===== src/lgpc_pkg.sv =====
package lgpc_pkg;

	// Register offsets.
	localparam logic [7:0] LGPC_CFG_OFFS    = 8'h24;
	localparam logic [7:0] LGPC_IRQ_STAT_OFFS = 8'h40;
	localparam logic [7:0] LGPC_IRQ_MASK_OFFS = 8'h44;
	localparam logic [7:0] LGPC_WAKE_EN_OFFS  = 8'h48;

	// Field positions of the configuration register.
	localparam int LGPC_SEL_POS   = 31;
	localparam int LGPC_FN10_POS  = 24;
	localparam int LGPC_FN9_POS   = 20;
	localparam int LGPC_FN8_POS   = 16;
	localparam int LGPC_BUF_POS   = 8;
	localparam int LGPC_DIR_POS   = 4;
	localparam int LGPC_DATA_POS  = 0;

	// Reset values.
	localparam logic [1:0] LGPC_FN_RST  = 2'h0;
	localparam logic [2:0] LGPC_BUF_RST = 3'h0;
	localparam logic [2:0] LGPC_DIR_RST = 3'h0;
	localparam logic [2:0] LGPC_EN_RST  = 3'h0;

	// Pin function codes.
	localparam logic [1:0] LGPC_FN_GPIO = 2'h0;
	localparam logic [1:0] LGPC_FN_LED  = 2'h1;
	localparam logic [1:0] LGPC_FN_MII_A = 2'h2;
	localparam logic [1:0] LGPC_FN_MII_B = 2'h3;

	// Internal status signals feeding the indicators and mirrors.
	typedef struct packed {
		logic speed_100;
		logic link_up;
		logic activity;
		logic full_duplex;
	} lgpc_link_t;

	typedef struct packed {
		logic rxd3;
		logic rxd2;
		logic rxd1;
		logic rxd0;
		logic crs;
		logic phy_reset_low;
	} lgpc_mii_t;

	// Pin bundle: out and oe for the three pins.
	typedef struct packed {
		logic [2:0] out;
		logic [2:0] oe;
	} lgpc_pins_t;

endpackage : lgpc_pkg


===== src/lgpc_led_map.sv =====
`timescale 1ns/1ps
`default_nettype none

// Maps link status onto the three active-low indicator pins.
module lgpc_led_map
	import lgpc_pkg::*;
(
	input  wire logic       i_sel,
	input  wire lgpc_link_t i_link,
	output logic [2:0]      o_led_n
);

	always_comb begin
		o_led_n[0] = ~i_link.speed_100;
		if (i_sel) begin
			o_led_n[1] = ~i_link.link_up;
			o_led_n[2] = ~i_link.activity;
		end else begin
			o_led_n[1] = ~(i_link.link_up & ~i_link.activity);
			o_led_n[2] = ~i_link.activity;
		end
	end

endmodule : lgpc_led_map

`default_nettype wire


===== src/lgpc_pin_mux.sv =====
`timescale 1ns/1ps
`default_nettype none

// Chooses each pin's source and resolves direction and buffer type into drive.
module lgpc_pin_mux
	import lgpc_pkg::*;
(
	input  wire logic [5:0] i_fn,
	input  wire logic [2:0] i_dir,
	input  wire logic [2:0] i_buf,
	input  wire logic [2:0] i_data,
	input  wire logic [1:0] i_led,
	input  wire lgpc_mii_t  i_mii,
	output lgpc_pins_t      o_pins
);

	logic [2:0] level;
	logic [2:0] drive;

	// Source level and drive request per pin.
	always_comb begin
		level = i_data;
		drive = i_dir;
		for (int k = 0; k < 3; k++) begin
			unique case (i_fn[2*k +: 2])
				LGPC_FN_GPIO: begin
					level[k] = i_data[k];
					drive[k] = i_dir[k];
				end
				LGPC_FN_LED: begin
					level[k] = (k == 0) ? i_led[0] : (k == 1) ? i_led[1] : i_mii.rxd0;
					drive[k] = 1'b1;
				end
				LGPC_FN_MII_A: begin
					level[k] = (k == 0) ? i_mii.rxd2 : (k == 1) ? i_mii.rxd1 : i_mii.rxd0;
					drive[k] = 1'b1;
				end
				LGPC_FN_MII_B: begin
					level[k] = (k == 0) ? i_mii.crs : (k == 1) ? i_mii.phy_reset_low : i_mii.rxd3;
					drive[k] = 1'b1;
				end
			endcase
		end
	end

	always_comb begin
		for (int k = 0; k < 3; k++) begin
			o_pins.out[k] = level[k];
			o_pins.oe[k]  = drive[k] & (i_buf[k] | ~level[k]);
		end
	end

endmodule : lgpc_pin_mux

`default_nettype wire


===== src/lgpc_top.sv =====
// Functional notes
// - Select bit maps speed, link, duplex LEDs; here it only changes the link pin, duplex pin shows activity either way.
// - Mapping zero: duplex pin shows activity.
// - Select defaults zero, else EEPROM flag.
// - USB or lite reset reloads select.
// - Bits 25:24 choose pin 10 role.
// - Bits 21:20 choose pin 9 role.
// - Bits 17:16 choose pin 8 role.
// - LED code drives selected LED role; pin 10 mirrors rxd0 instead.
// - MII codes mirror internal signal continuously.
// - Buffer bits: set push-pull, clear open-drain.
// - Direction bits: set output, clear input.
// - Data written drives; read returns pin.
// - Data reads pin levels after reset.
// - Events only from input pins.
// - Wake needs wake enable too.
//
// The plain strobed port was chosen for this implementation.
`timescale 1ns/1ps
`default_nettype none

module lgpc_top
	import lgpc_pkg::*;
(
	input  wire logic       i_core_clk,
	input  wire logic       i_nrst,
	input  wire logic       i_usb_reset,
	input  wire logic       i_lite_soft_reset,
	input  wire logic       i_eeprom_loaded,
	input  wire logic       i_eeprom_indicator_select,
	input  wire logic [7:0] i_addr,
	input  wire logic [31:0] i_wdata,
	input  wire logic       i_wr,
	input  wire logic       i_rd,
	input  wire logic [2:0] i_pin_in,
	input  wire lgpc_link_t i_link,
	input  wire lgpc_mii_t  i_mii,
	output logic [31:0]     o_rdata,
	output logic [2:0]      o_pin_out,
	output logic [2:0]      o_pin_oe,
	output logic            o_speed_indicator_pin_n,
	output logic            o_link_activity_pin_n,
	output logic            o_duplex_indicator_pin_n,
	output logic [2:0]      o_wake_event,
	output logic            o_irq
);

	typedef struct packed {
		logic        indicator_select;
		logic        eeprom_image;
		logic        eeprom_valid;
		logic [1:0]  pin10_function;
		logic [1:0]  pin9_function;
		logic [1:0]  pin8_function;
		logic [2:0]  pin_buffer_type;
		logic [2:0]  pin_direction;
		logic [2:0]  pin_data;
		logic [2:0]  pin_prev;
		logic [2:0]  irq_status;
		logic [2:0]  irq_mask;
		logic [2:0]  wake_enable;
		logic [2:0]  wake_event;
		logic [31:0] rdata;
		logic [2:0]  pin_out;
		logic [2:0]  pin_oe;
		logic [2:0]  led_n;
		logic        irq;
	} lgpc_state_t;

	lgpc_state_t state;
	lgpc_state_t next_state;
	logic [2:0]  led_n;
	lgpc_pins_t  pins;
	logic [31:0] cfg_view;
	logic [2:0]  pin_change;

	// Indicator mapping from link status.
	lgpc_led_map u_led_map (
		.i_sel   (state.indicator_select),
		.i_link  (i_link),
		.o_led_n (led_n)
	);

	// Pin source, direction and buffer resolution.
	lgpc_pin_mux u_pin_mux (
		.i_fn   ({state.pin10_function, state.pin9_function, state.pin8_function}),
		.i_dir  (state.pin_direction),
		.i_buf  (state.pin_buffer_type),
		.i_data (state.pin_data),
		.i_led  (led_n[1:0]),
		.i_mii  (i_mii),
		.o_pins (pins)
	);

	// Configuration register view; reserved bits stay zero.
	always_comb begin
		cfg_view = 32'h0;
		cfg_view[LGPC_SEL_POS]               = state.indicator_select;
		cfg_view[LGPC_FN10_POS +: 2]         = state.pin10_function;
		cfg_view[LGPC_FN9_POS +: 2]          = state.pin9_function;
		cfg_view[LGPC_FN8_POS +: 2]          = state.pin8_function;
		cfg_view[LGPC_BUF_POS +: 3]          = state.pin_buffer_type;
		cfg_view[LGPC_DIR_POS +: 3]          = state.pin_direction;
		cfg_view[LGPC_DATA_POS +: 3]         = i_pin_in;
	end

	assign pin_change = (i_pin_in ^ state.pin_prev) & ~state.pin_direction;

	// Next-state logic for registers, events and outputs.
	always_comb begin
		next_state = state;
		next_state.pin_prev = i_pin_in;
		next_state.rdata = 32'h0;
		if (i_eeprom_loaded) begin
			next_state.eeprom_valid = 1'b1;
			next_state.eeprom_image = i_eeprom_indicator_select;
			next_state.indicator_select = i_eeprom_indicator_select;
		end
		if (i_wr) begin
			unique case (i_addr)
				LGPC_CFG_OFFS: begin
					next_state.indicator_select = i_wdata[LGPC_SEL_POS];
					next_state.pin10_function  = i_wdata[LGPC_FN10_POS +: 2];
					next_state.pin9_function   = i_wdata[LGPC_FN9_POS +: 2];
					next_state.pin8_function   = i_wdata[LGPC_FN8_POS +: 2];
					next_state.pin_buffer_type = i_wdata[LGPC_BUF_POS +: 3];
					next_state.pin_direction   = i_wdata[LGPC_DIR_POS +: 3];
					next_state.pin_data        = i_wdata[LGPC_DATA_POS +: 3];
				end
				LGPC_IRQ_MASK_OFFS: next_state.irq_mask = i_wdata[2:0];
				LGPC_WAKE_EN_OFFS:  next_state.wake_enable = i_wdata[2:0];
				default: ;
			endcase
		end
		if (i_rd) begin
			unique case (i_addr)
				LGPC_CFG_OFFS:      next_state.rdata = cfg_view;
				LGPC_IRQ_STAT_OFFS: begin
					next_state.rdata = {29'h0, state.irq_status};
					next_state.irq_status = 3'h0;
				end
				LGPC_IRQ_MASK_OFFS: next_state.rdata = {29'h0, state.irq_mask};
				LGPC_WAKE_EN_OFFS:  next_state.rdata = {29'h0, state.wake_enable};
				default:            next_state.rdata = 32'h0;
			endcase
		end
		// New events win over the read clear.
		next_state.irq_status = next_state.irq_status | pin_change;
		next_state.wake_event = pin_change & state.wake_enable;
		if (i_usb_reset || i_lite_soft_reset) begin
			next_state.indicator_select = state.eeprom_valid ? state.eeprom_image : 1'b0;
		end
		next_state.pin_out = pins.out;
		next_state.pin_oe  = pins.oe;
		next_state.led_n   = led_n;
		next_state.irq     = |(next_state.irq_status & next_state.irq_mask);
	end

	// State register with synchronous reset.
	always_ff @(posedge i_core_clk) begin
		if (!i_nrst) begin
			next_state_reset();
		end else begin
			state <= next_state;
		end
	end

	// Reset values for every field.
	task automatic next_state_reset();
		state.indicator_select <= 1'b0;
		state.eeprom_image     <= 1'b0;
		state.eeprom_valid     <= 1'b0;
		state.pin10_function   <= LGPC_FN_RST;
		state.pin9_function    <= LGPC_FN_RST;
		state.pin8_function    <= LGPC_FN_RST;
		state.pin_buffer_type  <= LGPC_BUF_RST;
		state.pin_direction    <= LGPC_DIR_RST;
		state.pin_data         <= 3'h0;
		state.pin_prev         <= 3'h0;
		state.irq_status       <= 3'h0;
		state.irq_mask         <= LGPC_EN_RST;
		state.wake_enable      <= LGPC_EN_RST;
		state.wake_event       <= 3'h0;
		state.rdata            <= 32'h0;
		state.pin_out          <= 3'h0;
		state.pin_oe           <= 3'h0;
		state.led_n            <= 3'h7;
		state.irq              <= 1'b0;
	endtask

	// Outputs straight from the state register.
	assign o_rdata                  = state.rdata;
	assign o_pin_out                = state.pin_out;
	assign o_pin_oe                 = state.pin_oe;
	assign o_speed_indicator_pin_n  = state.led_n[0];
	assign o_link_activity_pin_n    = state.led_n[1];
	assign o_duplex_indicator_pin_n = state.led_n[2];
	assign o_wake_event             = state.wake_event;
	assign o_irq                    = state.irq;

endmodule : lgpc_top

`default_nettype wire


===== config.mk =====
export PLATFORM = sky130hd
export DESIGN_NAME = lgpc_top
export DESIGN_NICKNAME = d
export VERILOG_FILES = /design/src/lgpc_pkg.sv /design/src/lgpc_led_map.sv /design/src/lgpc_pin_mux.sv /design/src/lgpc_top.sv
export SDC_FILE = /design/constraint.sdc
export NUM_CORES = 1
export LEC_CHECK = 0
export BUFFER_PORTS_ARGS = -buffer_cell sky130_fd_sc_hd__buf_2
export CAP_MARGIN = 20
export CORE_MARGIN = 10
export CORE_UTILIZATION = 25
export CTS_CLUSTER_SIZE = 30
export DETAILED_ROUTE_END_ITERATION = 8
export SLEW_MARGIN = 10
export SYNTH_ARGS = -nofsm -noshare
export SYNTH_HDL_FRONTEND = slang
export SYNTH_HIERARCHICAL = 1
export SYNTH_SLANG_ARGS = --single-unit

===== constraint.sdc =====
create_clock -name i_core_clk -period 3.3 [get_ports i_core_clk]
set_input_delay 0.165 -clock i_core_clk [delete_from_list [all_inputs] [get_ports i_core_clk]]
set_output_delay 0.165 -clock i_core_clk [all_outputs]
set_load 0.03 [all_outputs]

After elaboration in Yosys (flattened, before gate mapping)
Index checks and enable logic that the tools add are counted.

Register bits: 75. Output and inout port bits: 45. Logic and storage cells: 82. Bits of input ports: 61.

Reductions and logical operators: 12. Multiplexer cells: 18. Equality and inequality tests: 13. Bitwise gates (word level): 20.

Operators by type and width (number): one-hot mux 32 bit (4 select lines) (1); == test 8 x 7 -> 1 bit (second input constant) (3); two-way mux 3 bit (5); == test 2 bit (second input constant) (6); OR reduction 3 bit (4); bitwise AND 3 bit (3); == test 8 x 6 -> 1 bit (second input constant) (1); one-hot mux 1 bit (4 select lines) (2); NOT 1 bit (7); == test 2 x 1 -> 1 bit (second input constant) (3); zero test 2 bit (3); two-way mux 6 bit (1); one-hot mux 1 bit (2 select lines) (3); AND reduction 2 bit (3); two-way mux 1 bit (5); bitwise AND 1 bit (4); NOT 3 bit (1); OR 1 bit (3); OR 3 bit (1); one-hot mux 1 bit (3 select lines) (1); XOR 3 bit (1); OR reduction 2 bit (1); logical OR 1 bit (1).

Logic depth before layout (Yosys ltp)
Gate-level depths: netlist (run 1).

Depth after elaboration: 8. Depth in mapped cells: 7. Depth with buffers taken out: 6.

Modules after synthesis
Netlist (run 1), hierarchy kept.

By module, submodules not included: lgpc_top (sequential area each 1181.1 µm², times used 1, cells each 258, area each 2533.7 µm²); lgpc_pin_mux (sequential area each 0.0 µm², times used 1, cells each 25, area each 190.2 µm²); lgpc_led_map (sequential area each 0.0 µm², times used 1, cells each 3, area each 16.3 µm²).

Worst setup path before layout (run 1)
OpenSTA, ideal clock, no wires.

Path type: input port to flip-flop. Start point: in i_addr[3]. End point: reg state, in the netlist cfg_view[16]. Path slack: 1921 ps. Stages: 6. Setup time: 118 ps. Data arrival time: 1260 ps. Buffers on the path: 2. Required time: 3182 ps. Path through: buf_6 nor4b_4 nand3_1 buf_2 nand2_1 a21boi_2.

Cells in the longest elaborated chain, start to end: 2.

Ends and longest elaborated chain: start, declared (RTL line lgpc_top.sv:31) `input wire logic [7:0] i_addr,`; == test 8 x 6 -> 1 bit (RTL line lgpc_top.sv:120) `unique case (i_addr)`; AND reduction 2 bit (no source line); end signal, assigned (RTL line lgpc_top.sv:164) `state <= next_state;`; end, declared (RTL line lgpc_top.sv:70) `lgpc_state_t state;`.

No other way between the ends. A chain may end at the register's enable or synchronous reset.

Worst setup path after layout (run 1)
Start point: in i_addr[4]. End point: reg state, in the netlist cfg_view[9].

Same word-level chain as after synthesis.

==> reports/metrics.csv, run 1 <==
stage;metric;value;unit
route;final routed wire length divided by cell count;13.60;um
final_layout;area growth from synthesis to final layout;14.34;%
timing;remaining max-slew budget at the tightest pin;0.4622;
hold_path;min-delay src;i_wdata[5];
logic_synthesis;share of async-settable or async-resettable flops after synthesis;0;
logic_synthesis;main combinational cell family by area after synthesis;simple AND/OR/NAND/NOR gates;
timing;unrepaired setup endpoints after global routing;false;
clocking;TritonCTS clock tree;built;
critical_path;cell with the biggest individual delay on the critical path;sky130_fd_sc_hd__nor4b_2;
timing;min Tclk post-route;1.746;ns
route;total length of routed wires;6486;um
global_route;combined global-route utilization of all metal layers;0.08363;
run;number of violations of the max-capacitance limit;0;
global_route;maximum number of pins on one net before global-route repair;27;
critical_path;crit start category;primary input;
logic_synthesis;simple-gate portion of the synthesized area;0.1991;
power;net switching power;343.7;uW
logic_synthesis;mux contribution to synthesized area;0.06119;
critical_path;critical path data arrival time;1.97;ns
floorplan;total die area;15550;sq um
critical_path;crit-path cells;buf_2, nor4b_2, nand3_1, nand2_1, a21boi_2;
critical_path;type of the setup path with the least slack;primary input to register;
clocking;source-to-sink clock delay at the later pin of the worst-skew pair;0.34;ns
clocking;number of H-tree levels;3;
power;Logic pwr share;0.079;
timing;final-layout setup total negative slack;0;ns
route;Initial DRC Count;81;
place;Placement Setup Slack;1.095;ns
final_layout;highest-count cells in the layout ignoring fill and taps;72 x sky130_fd_sc_hd__buf_2, 59 x sky130_fd_sc_hd__dfxtp_1, 37 x sky130_fd_sc_hd__nand2_1;
floorplan;Row Count;38;
clocking;number of gates resized after cts;0;
clocking;Clock Tree Buf Depth;2;
logic_synthesis;Cell Area, Synth;2740;sq um
timing;setup slack of the critical path after layout;1.554;ns
logic_synthesis;synthesized-area fraction occupied by adder cells;0.01370;
floorplan;Core ar.;10790;sq um
route;Final ANT Viol Nets;0;
logic_synthesis;fraction of the yosys area taken by sequential cells;0.4311;
power;cell internal power dissipation;1107;uW
final_layout;finished layout cell area;3133;sq um
logic_synthesis;Post-synth EDFFs;0;
route;DRC violations left;0;
critical_path;startpoint of the most critical register-to-register path;cfg_view[24]$_SDFFE_PN0P_;
power;worst vdd ir;0.1557;mV
critical_path;maximum fanout count along the critical path;15;
final_layout;antenna fix cells;0;
critical_path;critical path's largest stage delay;0.69;ns
place;HPWL reported at the end of detailed placement;5053;um
floorplan;Die X;124.7;um
logic_synthesis;average cell area after synthesis;9.581;sq um
floorplan;height of the die;124.7;um
place;placer's final routability congestion estimate;0.7444;
route;Via density;4.117;
final_layout;commonest non-fill, non-tap cell in the layout;sky130_fd_sc_hd__buf_2;
global_route;first-pass GRT wire length;10380;um
hold_path;path class of the lowest-slack min-delay path;primary input to register;
logic_synthesis;number of unique standard cell types used by synthesis;46;
global_route;antenna violations before repair;0;
global_route;gr ovfl total;0;
clocking;buffer cell driving the clock tree root;sky130_fd_sc_hd__clkbuf_8;
clocking;number of buffers created by CTS;9;
clocking;number of clock sinks seen by CTS;59;
power;Total Power;1451;uW
outcome;run status;complete, no violations;
power;leakage power total;0.001334;uW
logic_synthesis;main flop type after synthesis;sky130_fd_sc_hd__dfxtp_1;
timing;final worst-path cycle share;0.5291;
route;total iterations of the first detailed-routing run;4;
floorplan;initial cell density of the core;0.2539;
timing;Hold Violations, Final;0;
final_layout;net count reported at finish;397;
timing;count of final setup violators;0;
logic_synthesis;flip-flop and latch count after synthesis;59;
timing;fin. max-slew vios;0;
timing;worst setup skew after layout;0.005510;ns
floorplan;number of top-level design ports;106;
clocking;buffers inserted during post-CTS setup optimization;0;
final_layout;share of final-layout standard cells stronger than drive strength 1;0.3264;
route;Via Count;1964;
clocking;clock-pin slew reported for the worst setup and hold paths after clock tree synthesis;0.06;ns
critical_path;critical path endpoint category;register;
power;proportion of total power due to net switching;0.2368;
logic_synthesis;synthesized netlist cell count;286;
logic_synthesis;area fraction in compound gates after synthesis;0.1269;
power;Power per Cell Area;463.2;nW/um^2
power;clock power share;0.420;
place;placed instance area;2958;sq um
final_layout;utilization after layout;0.2903;
timing;Fmax achieved;0.5727;GHz
logic_synthesis;count of yosys warnings during synthesis;6;
power;share of total power in sequential cells;0.501;
critical_path;required time at the endpoint of the critical path;3.53;ns
timing;Worst Tran Pin Value;0.8037;ns
final_layout;layout filler cell count;1145;
global_route;number of global-route vias before repair;2073;
critical_path;startpoint of the most critical setup path;i_addr[4];
place;count of port buffers added during placement;72;
logic_synthesis;XOR/XNOR Fraction of Synth Area;0.009589;
clocking;hold-fix buffers at CTS;0;
[synth_stat cells, types with 2 or more instances]
cell	n	area, sq um
sky130_fd_sc_hd__a21boi_2	10	112.6
sky130_fd_sc_hd__nand3_1	2	10.01
sky130_fd_sc_hd__and4_2	2	20.02
sky130_fd_sc_hd__clkbuf_1	5	18.77
sky130_fd_sc_hd__nor2_1	7	26.28
sky130_fd_sc_hd__a22oi_1	3	22.52
sky130_fd_sc_hd__mux2_2	2	22.52
sky130_fd_sc_hd__and2_1	26	162.7
sky130_fd_sc_hd__and3_1	4	25.02
sky130_fd_sc_hd__nor3_1	5	25.02
sky130_fd_sc_hd__mux2i_1	13	130.1
sky130_fd_sc_hd__buf_6	2	22.52
sky130_fd_sc_hd__a21oi_1	5	25.02
sky130_fd_sc_hd__nand2_1	37	138.9
sky130_fd_sc_hd__o21a_1	3	22.52
sky130_fd_sc_hd__buf_2	3	15.01
sky130_fd_sc_hd__a21boi_0	5	37.54
sky130_fd_sc_hd__nand2b_1	3	18.77
sky130_fd_sc_hd__o22ai_1	3	18.77
sky130_fd_sc_hd__xnor2_1	3	26.28
sky130_fd_sc_hd__dfxtp_1	59	1181
sky130_fd_sc_hd__ha_1	3	37.54
sky130_fd_sc_hd__a211oi_2	2	25.02
sky130_fd_sc_hd__inv_1	10	37.54
sky130_fd_sc_hd__a31oi_1	2	12.51
sky130_fd_sc_hd__nor2b_1	7	43.79
sky130_fd_sc_hd__buf_4	41	307.8
[critical path, delay by kind of cell]
kind / cells / cell delay (ns)
compound gates: 1 / 0.08
buf+inv: 1 / 0.11
simple gates: 3 / 1.62
[registers in the layout (all words and copies together) (netlist names)]
register                  flops
o_irq                         1
o_pin_out                     3
o_link_activity_pin_n         1
o_duplex_indicator_pin_n      1
o_pin_oe                      3
o_rdata                      16
state                        17
o_wake_event                  3
cfg_view                     13
o_speed_indicator_pin_n       1
[path summary, 6_finish.rpt]
check	to	slack, ns	cells after the start
worst max-delay path	cfg_view[9]$_SDFFE_PN0P_	1.55	5
worst min-delay path	cfg_view[5]$_SDFFE_PN0P_	0.07	3
worst max register to register	o_pin_oe[2]$_SDFF_PN0_	1.90	6
worst min register to register	state[57]$_SDFFE_PN0P_	0.47	2
[kinds of logic (layout without fill, tap and decap cells)]
kind of cell | count (synthesis) | in the layout
muxes | 16 | 16
buffers and inverters | 64 | 100
xor gates and xnor gates | 3 | 3
DFF | 59 | 59
and+or+nand+nor | 99 | 99
other | 1 | 16
AOI/OAI and AO/OA | 41 | 41
adders and majority gates | 3 | 3
[stage by stage]
stage                     hold WS (ns)  cells
after floorplan                 0.2752    301
after global placement          0.4090    462
after detailed placement        0.4187    462
after CTS                      0.05381    477
after global routing           0.04986    477
final                          0.07032    477
[layout make-up]
class | count | area (sq um) | area share
repair buffers | 74 | 375.4 | 0.1198
clock inverters | 3 | 40.04 | 0.01278
multi-input cells | 178 | 1185 | 0.3782
clock buffers | 12 | 135.1 | 0.04313
flip-flops and latches | 59 | 1181 | 0.3770
well taps | 140 | 175.2 | 0.05591
inverters | 11 | 41.29 | 0.01318
[routing by layer]
| metal | global-route usage | part of all wire | wire length, um | vias to the layer above |
|---|---|---|---|---|
| li1 | - | - | - | 982 |
| met1 | 0.09080 | 0.43 | 2785 | 917 |
| met2 | 0.1315 | 0.48 | 3133 | 55 |
| met3 | 0.03872 | 0.068 | 443 | 10 |
| met4 | 0.04798 | 0.019 | 124 | 0 |
| met5 | 0 | 0 | 0 | - |
[power groups by stage]
stage          Sequential, uW  Clock (uW)  Combinational (uW)
6_report                  726         609                 115
5_1_grt                   727         662                 127
4_1_cts                   726         631                 116
3_5_place_dp              742           0                 116
3_3_place_gp              742           0                 114
2_1_floorplan             745           0                82.3
Note: power is estimated with default switching activity, not from simulation.
==> inputs of run 2 (changes only) <==
--- a/config.mk
+++ b/config.mk
@@ -5,6 +5,7 @@
 export SDC_FILE = /design/constraint.sdc
 export NUM_CORES = 1
 export LEC_CHECK = 0
+export ABC_AREA = 1
 export BUFFER_PORTS_ARGS = -buffer_cell sky130_fd_sc_hd__buf_2
 export CAP_MARGIN = 20
 export CORE_MARGIN = 10
==> constraint.sdc (replaced) <==
create_clock -name i_core_clk -period 1.49 [get_ports i_core_clk]
set_input_delay 0.0745 -clock i_core_clk [delete_from_list [all_inputs] [get_ports i_core_clk]]
set_output_delay 0.0745 -clock i_core_clk [all_outputs]
set_load 0.03 [all_outputs]
==> reports/metrics.csv, run 2 <==
stage;metric;value;unit;change
timing;final-layout setup total negative slack;0;ns;unchanged
final_layout;share of final-layout standard cells stronger than drive strength 1;0.2616;;-0.06480
final_layout;multi-input gate area in the final layout;960.9;sq um;-19%
power;clock power share;0.412;;-0.008
place;placed instance area;2920;sq um;-1.3%
timing;unrepaired setup endpoints after global routing;false;;
final_layout;finished layout cell area;3149;sq um;+0.52%
floorplan;initial cell density of the core;0.2566;;+0.002691
timing;worst setup skew after layout;0.01252;ns;+0.007010 ns
place;# placed instances;525;;+14%
logic_synthesis;flip-flop and latch count after synthesis;59;;unchanged
power;leakage power total;0.001531;uW;+15%
logic_synthesis;share of async-settable or async-resettable flops after synthesis;0;;unchanged
timing;remaining max-slew budget at the tightest pin;0.6139;;+0.1517
power;Power per Cell Area;1014;nW/um^2;+120%
critical_path;critical path's largest stage delay;0.35;ns;-0.34 ns
timing;fin. max-slew vios;0;;unchanged
route;total iterations of the first detailed-routing run;4;;unchanged
timing;Fmax achieved;0.8307;GHz;
critical_path;required time at the endpoint of the critical path;1.77;ns;-1.76 ns
route;Via density;4.017;;-2.5%
floorplan;Die X;122.9;um;-1.4%
logic_synthesis;simple-gate portion of the synthesized area;0.2244;;+0.02529
clocking;number of gates resized after cts;0;;unchanged
final_layout;layout filler cell count;1123;;-1.9%
power;cell internal power dissipation;2418;uW;+120%
final_layout;area growth from synthesis to final layout;18.89;%;
global_route;first-pass GRT wire length;10950;um;+5.5%
logic_synthesis;main combinational cell family by area after synthesis;simple AND/OR/NAND/NOR gates;;
timing;min Tclk post-route;1.204;ns;
final_layout;highest-count cells in the layout ignoring fill and taps;72 x sky130_fd_sc_hd__buf_2, 59 x sky130_fd_sc_hd__dfxtp_1, 57 x sky130_fd_sc_hd__nand2_1;;
global_route;antenna violations before repair;0;;unchanged
logic_synthesis;portion of synthesized cell area occupied by the leading cell type;0.4459;;+0.01486
critical_path;minimum setup slack among reg-to-reg paths;0.29;ns;-1.61 ns
logic_synthesis;fraction of the yosys area taken by sequential cells;0.4459;;+0.01486
timing;count of final setup violators;0;;unchanged
timing;Worst Tran Pin Value;0.5777;ns;-0.2260 ns
route;total length of routed wires;6801;um;+4.9%
clocking;buffer cell driving the clock tree root;sky130_fd_sc_hd__clkbuf_8;;
run;number of violations of the max-capacitance limit;0;;unchanged
outcome;run status;complete, no violations;;
critical_path;delay-heaviest family, CP;flip-flops;;
critical_path;crit start category;register;;
final_layout;commonest non-fill, non-tap cell in the layout;sky130_fd_sc_hd__buf_2;;
global_route;combined global-route utilization of all metal layers;0.09199;;+0.008353
power;net switching power;775.2;uW;+130%
global_route;number of global-route vias before repair;2345;;+13%
critical_path;critical path data arrival time;1.48;ns;-0.49 ns
final_layout;most flop-heavy register;state;;
route;Final ANT Viol Nets;0;;unchanged
logic_synthesis;synthesized-area fraction occupied by adder cells;0.01417;;+0.0004724
floorplan;height of the die;122.9;um;-1.4%
floorplan;Row Count;37;;-2.6%
logic_synthesis;Synth top cells by count;59 x sky130_fd_sc_hd__dfxtp_1, 57 x sky130_fd_sc_hd__nand2_1, 48 x sky130_fd_sc_hd__inv_1;;
global_route;maximum number of pins on one net before global-route repair;30;;+11%
critical_path;number of buffers and inverters on the critical path;3;;+2
timing;Hold Violations, Final;0;;unchanged
clocking;number of buffers created by CTS;9;;unchanged
power;Logic pwr share;0.084;;+0.005
floorplan;number of top-level design ports;106;;unchanged
route;Via Count;2189;;+11%
logic_synthesis;library cell with the highest instance count after synthesis;sky130_fd_sc_hd__dfxtp_1;;
route;Initial DRC Count;140;;+73%
logic_synthesis;Cell Area, Synth;2649;sq um;-3.3%
clocking;Clock Tree Buf Depth;2;;unchanged
logic_synthesis;number of unique standard cell types used by synthesis;29;;-37%
final_layout;utilization after layout;0.3051;;+0.01477
clocking;clock-pin slew reported for the worst setup and hold paths after clock tree synthesis;0.07;ns;about the same
place;HPWL reported at the end of detailed placement;5278;um;+4.5%
power;proportion of total power due to net switching;0.2428;;+0.005954
clocking;TritonCTS clock tree;built;;
global_route;gr ovfl total;0;;unchanged
critical_path;crit-path cells;inv_1, ha_1, nand2_1, nand3_1, o211ai_1, nand2_1, inv_1, nand2_1, inv_1;;
logic_synthesis;synthesized netlist cell count;347;;+21%
logic_synthesis;count of yosys warnings during synthesis;6;;unchanged
final_layout;antenna fix cells;0;;unchanged
floorplan;Core ar.;10320;sq um;-4.3%
power;worst vdd ir;0.3242;mV;+110%
floorplan;total die area;15110;sq um;-2.8%
route;final routed wire length divided by cell count;12.48;um;-8.2%
power;share of total power in sequential cells;0.504;;+0.003
clocking;number of clock sinks seen by CTS;59;;unchanged
logic_synthesis;XOR/XNOR Fraction of Synth Area;0.009920;;+0.0003307
timing;final worst-path cycle share;0.8079;;
logic_synthesis;Synth area leaders;sky130_fd_sc_hd__dfxtp_1 45%, sky130_fd_sc_hd__buf_4 12%, sky130_fd_sc_hd__nand2_1 8.1%;;
logic_synthesis;most area-hungry cell type in the Yosys netlist;sky130_fd_sc_hd__dfxtp_1;;
critical_path;maximum fanout count along the critical path;3;;-12
logic_synthesis;Post-synth EDFFs;0;;unchanged
clocking;source-to-sink clock delay at the later pin of the worst-skew pair;0.33;ns;about the same
logic_synthesis;area fraction in compound gates after synthesis;0.09164;;-0.03530
critical_path;type of the setup path with the least slack;register to register;;
logic_synthesis;mux contribution to synthesized area;0;;-0.06119
critical_path;cell with the biggest individual delay on the critical path;sky130_fd_sc_hd__dfxtp_1;;
place;placer's final routability congestion estimate;0.7957;;+6.9%
final_layout;Largest register FFs;17;;unchanged
logic_synthesis;main flop type after synthesis;sky130_fd_sc_hd__dfxtp_1;;
final_layout;FF/Latch Area;1181;sq um;unchanged
route;DRC violations left;0;;unchanged
logic_synthesis;average cell area after synthesis;7.633;sq um;-20%
clocking;number of H-tree levels;3;;unchanged
hold_path;path class of the lowest-slack min-delay path;primary input to register;;
critical_path;critical path endpoint category;register;;
final_layout;filler-free cell count of the finished design;545;;+14%
place;count of port buffers added during placement;72;;unchanged
final_layout;net count reported at finish;469;;+18%
## run 2: worst register-to-register path, stage by stage (launching register included)
cell                       delay (ns)
sky130_fd_sc_hd__dfxtp_1         0.35
sky130_fd_sc_hd__inv_1           0.07
sky130_fd_sc_hd__ha_1            0.29
sky130_fd_sc_hd__nand2_1         0.06
sky130_fd_sc_hd__nand3_1         0.08
sky130_fd_sc_hd__o211ai_1        0.10
sky130_fd_sc_hd__nand2_1         0.07
sky130_fd_sc_hd__inv_1           0.05
sky130_fd_sc_hd__nand2_1         0.04
sky130_fd_sc_hd__inv_1           0.05
## run 2: metal layers
layer / GRT usage / share of wire
met1: 0.1075 / 0.47
met2: 0.1466 / 0.45
met3: 0.03555 / 0.079
met4: 0.04124 / 0.0068
met5: 0 / 0
## run 2: path summary, 6_finish.rpt
kind / cells past startpoint / startpoint / to
max: 9 / cfg_view[24]$_SDFFE_PN0P_ / o_pin_oe[2]$_SDFF_PN0_
min: 3 / i_wdata[10] / cfg_view[10]$_SDFFE_PN0P_
max reg2reg: 9 / cfg_view[24]$_SDFFE_PN0P_ / o_pin_oe[2]$_SDFF_PN0_
min reg2reg: 2 / cfg_view[8]$_SDFFE_PN0P_ / o_rdata[8]$_SDFF_PN0_
## run 2: cell families (layout without fill, tap and decap cells)
group	count (synthesis)	count (layout)
and+or+nand+nor	130	130
adders and majority gates	3	3
buffers and inverters	104	151
AOI/OAI and AO/OA	47	47
DFF	59	59
xor gates and xnor gates	3	3
other	1	16
## run 2: power by group through the flow
stage               sequential (uW)  clock, uW  combinational (uW)
floorplan                      1650          0                 181
global placement               1640          0                 254
detailed placement             1650          0                 258
CTS                            1610       1380                 269
global route                   1610       1440                 302
finish                         1610       1310                 269
## run 2: layout make-up
type	count	area share
sequential	59	0.3750
multi-input combinational	199	0.3051
timing repair buffer	84	0.1470
inverter	52	0.06198
tap	136	0.05403
clock buffer	13	0.05364
clock inverter	2	0.003178
## run 2: through the flow
stage / setup WS [ns] / hold WS [ns] / power, uW
after detailed placement: 0.1400 / 0.3191 / 1903
after floorplan: 0.3762 / 0.1680 / 1833
after global placement: 0.1442 / 0.2985 / 1899
after CTS: 0.2903 / 0.008309 / 3255
final: 0.2862 / 0.02749 / 3193
after global routing: 0.1609 / 0.02775 / 3354
## run 2: timing repair
action / in CTS / in global routing
hold buffers: 5 / 0
buffers inserted: 0 / 0
hold endpoints to repair: 5 / 0
==> inputs of run 3 (changes only) <==
==> constraint.sdc (replaced) <==
create_clock -name i_core_clk -period 1.2 [get_ports i_core_clk]
set_input_delay 0.06 -clock i_core_clk [delete_from_list [all_inputs] [get_ports i_core_clk]]
set_output_delay 0.06 -clock i_core_clk [all_outputs]
set_load 0.03 [all_outputs]
==> reports/metrics.csv, run 3 (same netlist as run 2, synthesis figures left out) <==
stage;metric;value;unit;change
hold_path;min-delay src;i_wdata[5];;
outcome;run status;complete, no violations;;
critical_path;number of cell instances on the worst register-to-register path;9;;unchanged
floorplan;initial cell density of the core;0.2566;;unchanged
final_layout;FF/Latch Area;1185;sq um;+0.32%
global_route;combined global-route utilization of all metal layers;0.09156;;-0.0004221
hold_path;end of the worst hold path;cfg_view[5]$_SDFFE_PN0P_;;
critical_path;minimum setup slack among reg-to-reg paths;0.06;ns;-0.22 ns
route;final routed wire length divided by cell count;12.40;um;-0.64%
clocking;number of H-tree levels;3;;unchanged
timing;Hold Violations, Final;0;;unchanged
critical_path;worst flop-to-flop path endpoint;o_pin_oe[2]$_SDFF_PN0_;;
hold_path;path class of the lowest-slack min-delay path;primary input to register;;
floorplan;Row Count;37;;unchanged
global_route;antenna violations before repair;0;;unchanged
timing;count of final setup violators;0;;unchanged
route;Via Count;2233;;+2.0%
final_layout;commonest non-fill, non-tap cell in the layout;sky130_fd_sc_hd__buf_2;;
floorplan;height of the die;122.9;um;unchanged
clocking;number of clock sinks seen by CTS;59;;unchanged
global_route;first-pass GRT wire length;10800;um;-1.4%
place;placer's final routability congestion estimate;0.7801;;-2.0%
critical_path;critical path data arrival time;1.38;ns;-0.10 ns
route;DRC violations left;0;;unchanged
place;HPWL reported at the end of detailed placement;5415;um;+2.6%
route;met3 WL;577;um;+7.9%
floorplan;total die area;15110;sq um;unchanged
final_layout;share of final-layout standard cells stronger than drive strength 1;0.2986;;+0.03696
global_route;number of global-route vias before repair;2303;;-1.8%
floorplan;Die X;122.9;um;unchanged
timing;fin. max-slew vios;0;;unchanged
critical_path;required time at the endpoint of the critical path;1.44;ns;-0.33 ns
floorplan;Core ar.;10320;sq um;unchanged
final_layout;multi-input gate area in the final layout;983.4;sq um;+2.3%
route;detailed route wirelength on metal2;3176;um;+4.2%
critical_path;startpoint of the most critical register-to-register path;cfg_view[25]$_SDFFE_PN0P_;;
timing;worst setup skew after layout;0.005200;ns;-0.007321 ns
power;Power per Cell Area;1209;nW/um^2;+19%
route;total iterations of the first detailed-routing run;4;;unchanged
global_route;maximum number of pins on one net before global-route repair;30;;unchanged
power;leakage power total;0.001596;uW;+4.2%
timing;final-layout setup total negative slack;0;ns;unchanged
power;worst vdd ir;0.3916;mV;+21%
route;total length of routed wires;6919;um;+1.7%
critical_path;maximum fanout count along the critical path;2;;-1
clocking;TritonCTS clock tree;built;;
route;Initial DRC Count;185;;+32%
critical_path;type of the setup path with the least slack;register to register;;
timing;worst hold slack;0.01493;ns;-0.01255 ns
clocking;source-to-sink clock delay at the later pin of the worst-skew pair;0.33;ns;about the same
route;Final ANT Viol Nets;0;;unchanged
route;top routing layer used;met4;;
timing;Fmax achieved;0.8798;GHz;+5.9%
final_layout;finished layout cell area;3288;sq um;+4.4%
route;routed metal-1 wire length;3053;um;-3.7%
final_layout;net count reported at finish;481;;+2.6%
timing;final worst-path cycle share;0.9472;;+0.1393
final_layout;area growth from synthesis to final layout;24.14;%;
place;placed instance area;2993;sq um;+2.5%
clocking;Clock Tree Buf Depth;2;;unchanged
timing;unrepaired setup endpoints after global routing;true;;
clocking;number of buffers created by CTS;9;;unchanged
critical_path;critical path endpoint category;register;;
final_layout;layout filler cell count;1099;;-2.1%
critical_path;crit start category;register;;
timing;min Tclk post-route;1.137;ns;-0.06713 ns
route;Via density;4.002;;-0.37%
final_layout;filler-free cell count of the finished design;558;;+2.4%
final_layout;antenna fix cells;0;;unchanged
final_layout;Largest register FFs;17;;unchanged
clocking;clock-pin slew reported for the worst setup and hold paths after clock tree synthesis;0.07;ns;about the same
final_layout;highest-count cells in the layout ignoring fill and taps;72 x sky130_fd_sc_hd__buf_2, 56 x sky130_fd_sc_hd__nand2_1, 56 x sky130_fd_sc_hd__dfxtp_1;;
hold_path;worst hold path cell count;3;;unchanged
clocking;buffer cell driving the clock tree root;sky130_fd_sc_hd__clkbuf_8;;
final_layout;utilization after layout;0.3185;;+0.01345
final_layout;most flop-heavy register;state;;
global_route;gr ovfl total;0;;unchanged
floorplan;number of top-level design ports;106;;unchanged
place;# placed instances;533;;+1.5%
place;count of port buffers added during placement;72;;unchanged
run;number of violations of the max-capacitance limit;0;;unchanged
[run 3: power breakdown]
group          internal, uW  switching (uW)
clock                   846             776
sequential             1990            12.4
combinational           131             224
total                  2960            1010
[run 3: critical path: stages, from the launching register on]
cell and delay [ns]:
sky130_fd_sc_hd__dfxtp_2 0.34, sky130_fd_sc_hd__inv_2 0.05, sky130_fd_sc_hd__ha_4 0.26, sky130_fd_sc_hd__nand2_2 0.05, sky130_fd_sc_hd__nand3_2 0.07, sky130_fd_sc_hd__o211ai_1 0.09
sky130_fd_sc_hd__nand2_1 0.07, sky130_fd_sc_hd__inv_1 0.03, sky130_fd_sc_hd__nand2_1 0.05, sky130_fd_sc_hd__inv_1 0.03
[run 3: worst max-delay path by stage]
stage                              to  cells after the start                 startpoint
5_1_grt        o_pin_oe[2]$_SDFF_PN0_                      9  cfg_view[25]$_SDFFE_PN0P_
3_3_place_gp         o_irq$_SDFF_PN0_                     10                  i_addr[7]
3_5_place_dp   state[46]$_SDFFE_PN0P_                      8                  i_addr[7]
4_1_cts        o_pin_oe[2]$_SDFF_PN0_                      9  cfg_view[24]$_SDFFE_PN0P_
2_1_floorplan  o_pin_oe[2]$_SDFF_PN0_                      9  cfg_view[24]$_SDFFE_PN0P_
6_report       o_pin_oe[2]$_SDFF_PN0_                      9  cfg_view[25]$_SDFFE_PN0P_
[run 3: layout make-up]
cell class / count / share of cell area
inverters: 52 / 0.05936
well taps: 136 / 0.05175
clock buffers: 11 / 0.04604
clock inverters: 5 / 0.008371
flip-flops and latches: 59 / 0.3604
multi-input cells: 199 / 0.2991
repair buffers: 96 / 0.1750
[run 3: what timing repair did]
| item | CTS | global route |
|---|---|---|
| resized for setup | 0 | 9 |
| setup endpoints to repair | 0 | 2 |
| setup buffers | 0 | 0 |
| hold buffers | 9 | 0 |
| hold endpoints to repair | 9 | 0 |
[run 3: metrics by stage]
step | setup WS (ns) | total power (uW)
after detailed placement | 0.001785 | 2372
after floorplan | 0.08618 | 2275
after global routing | -0.04933 | 4144
final | 0.06333 | 3976
after CTS | 0.04827 | 4036
after global placement | 0.04376 | 2366
[run 3: layer usage]
layer,vias to the layer above,global-route usage
met3,11,0.03601
li1,1170,-
met5,-,0
met2,70,0.1456
met4,0,0.04271
met1,982,0.1064
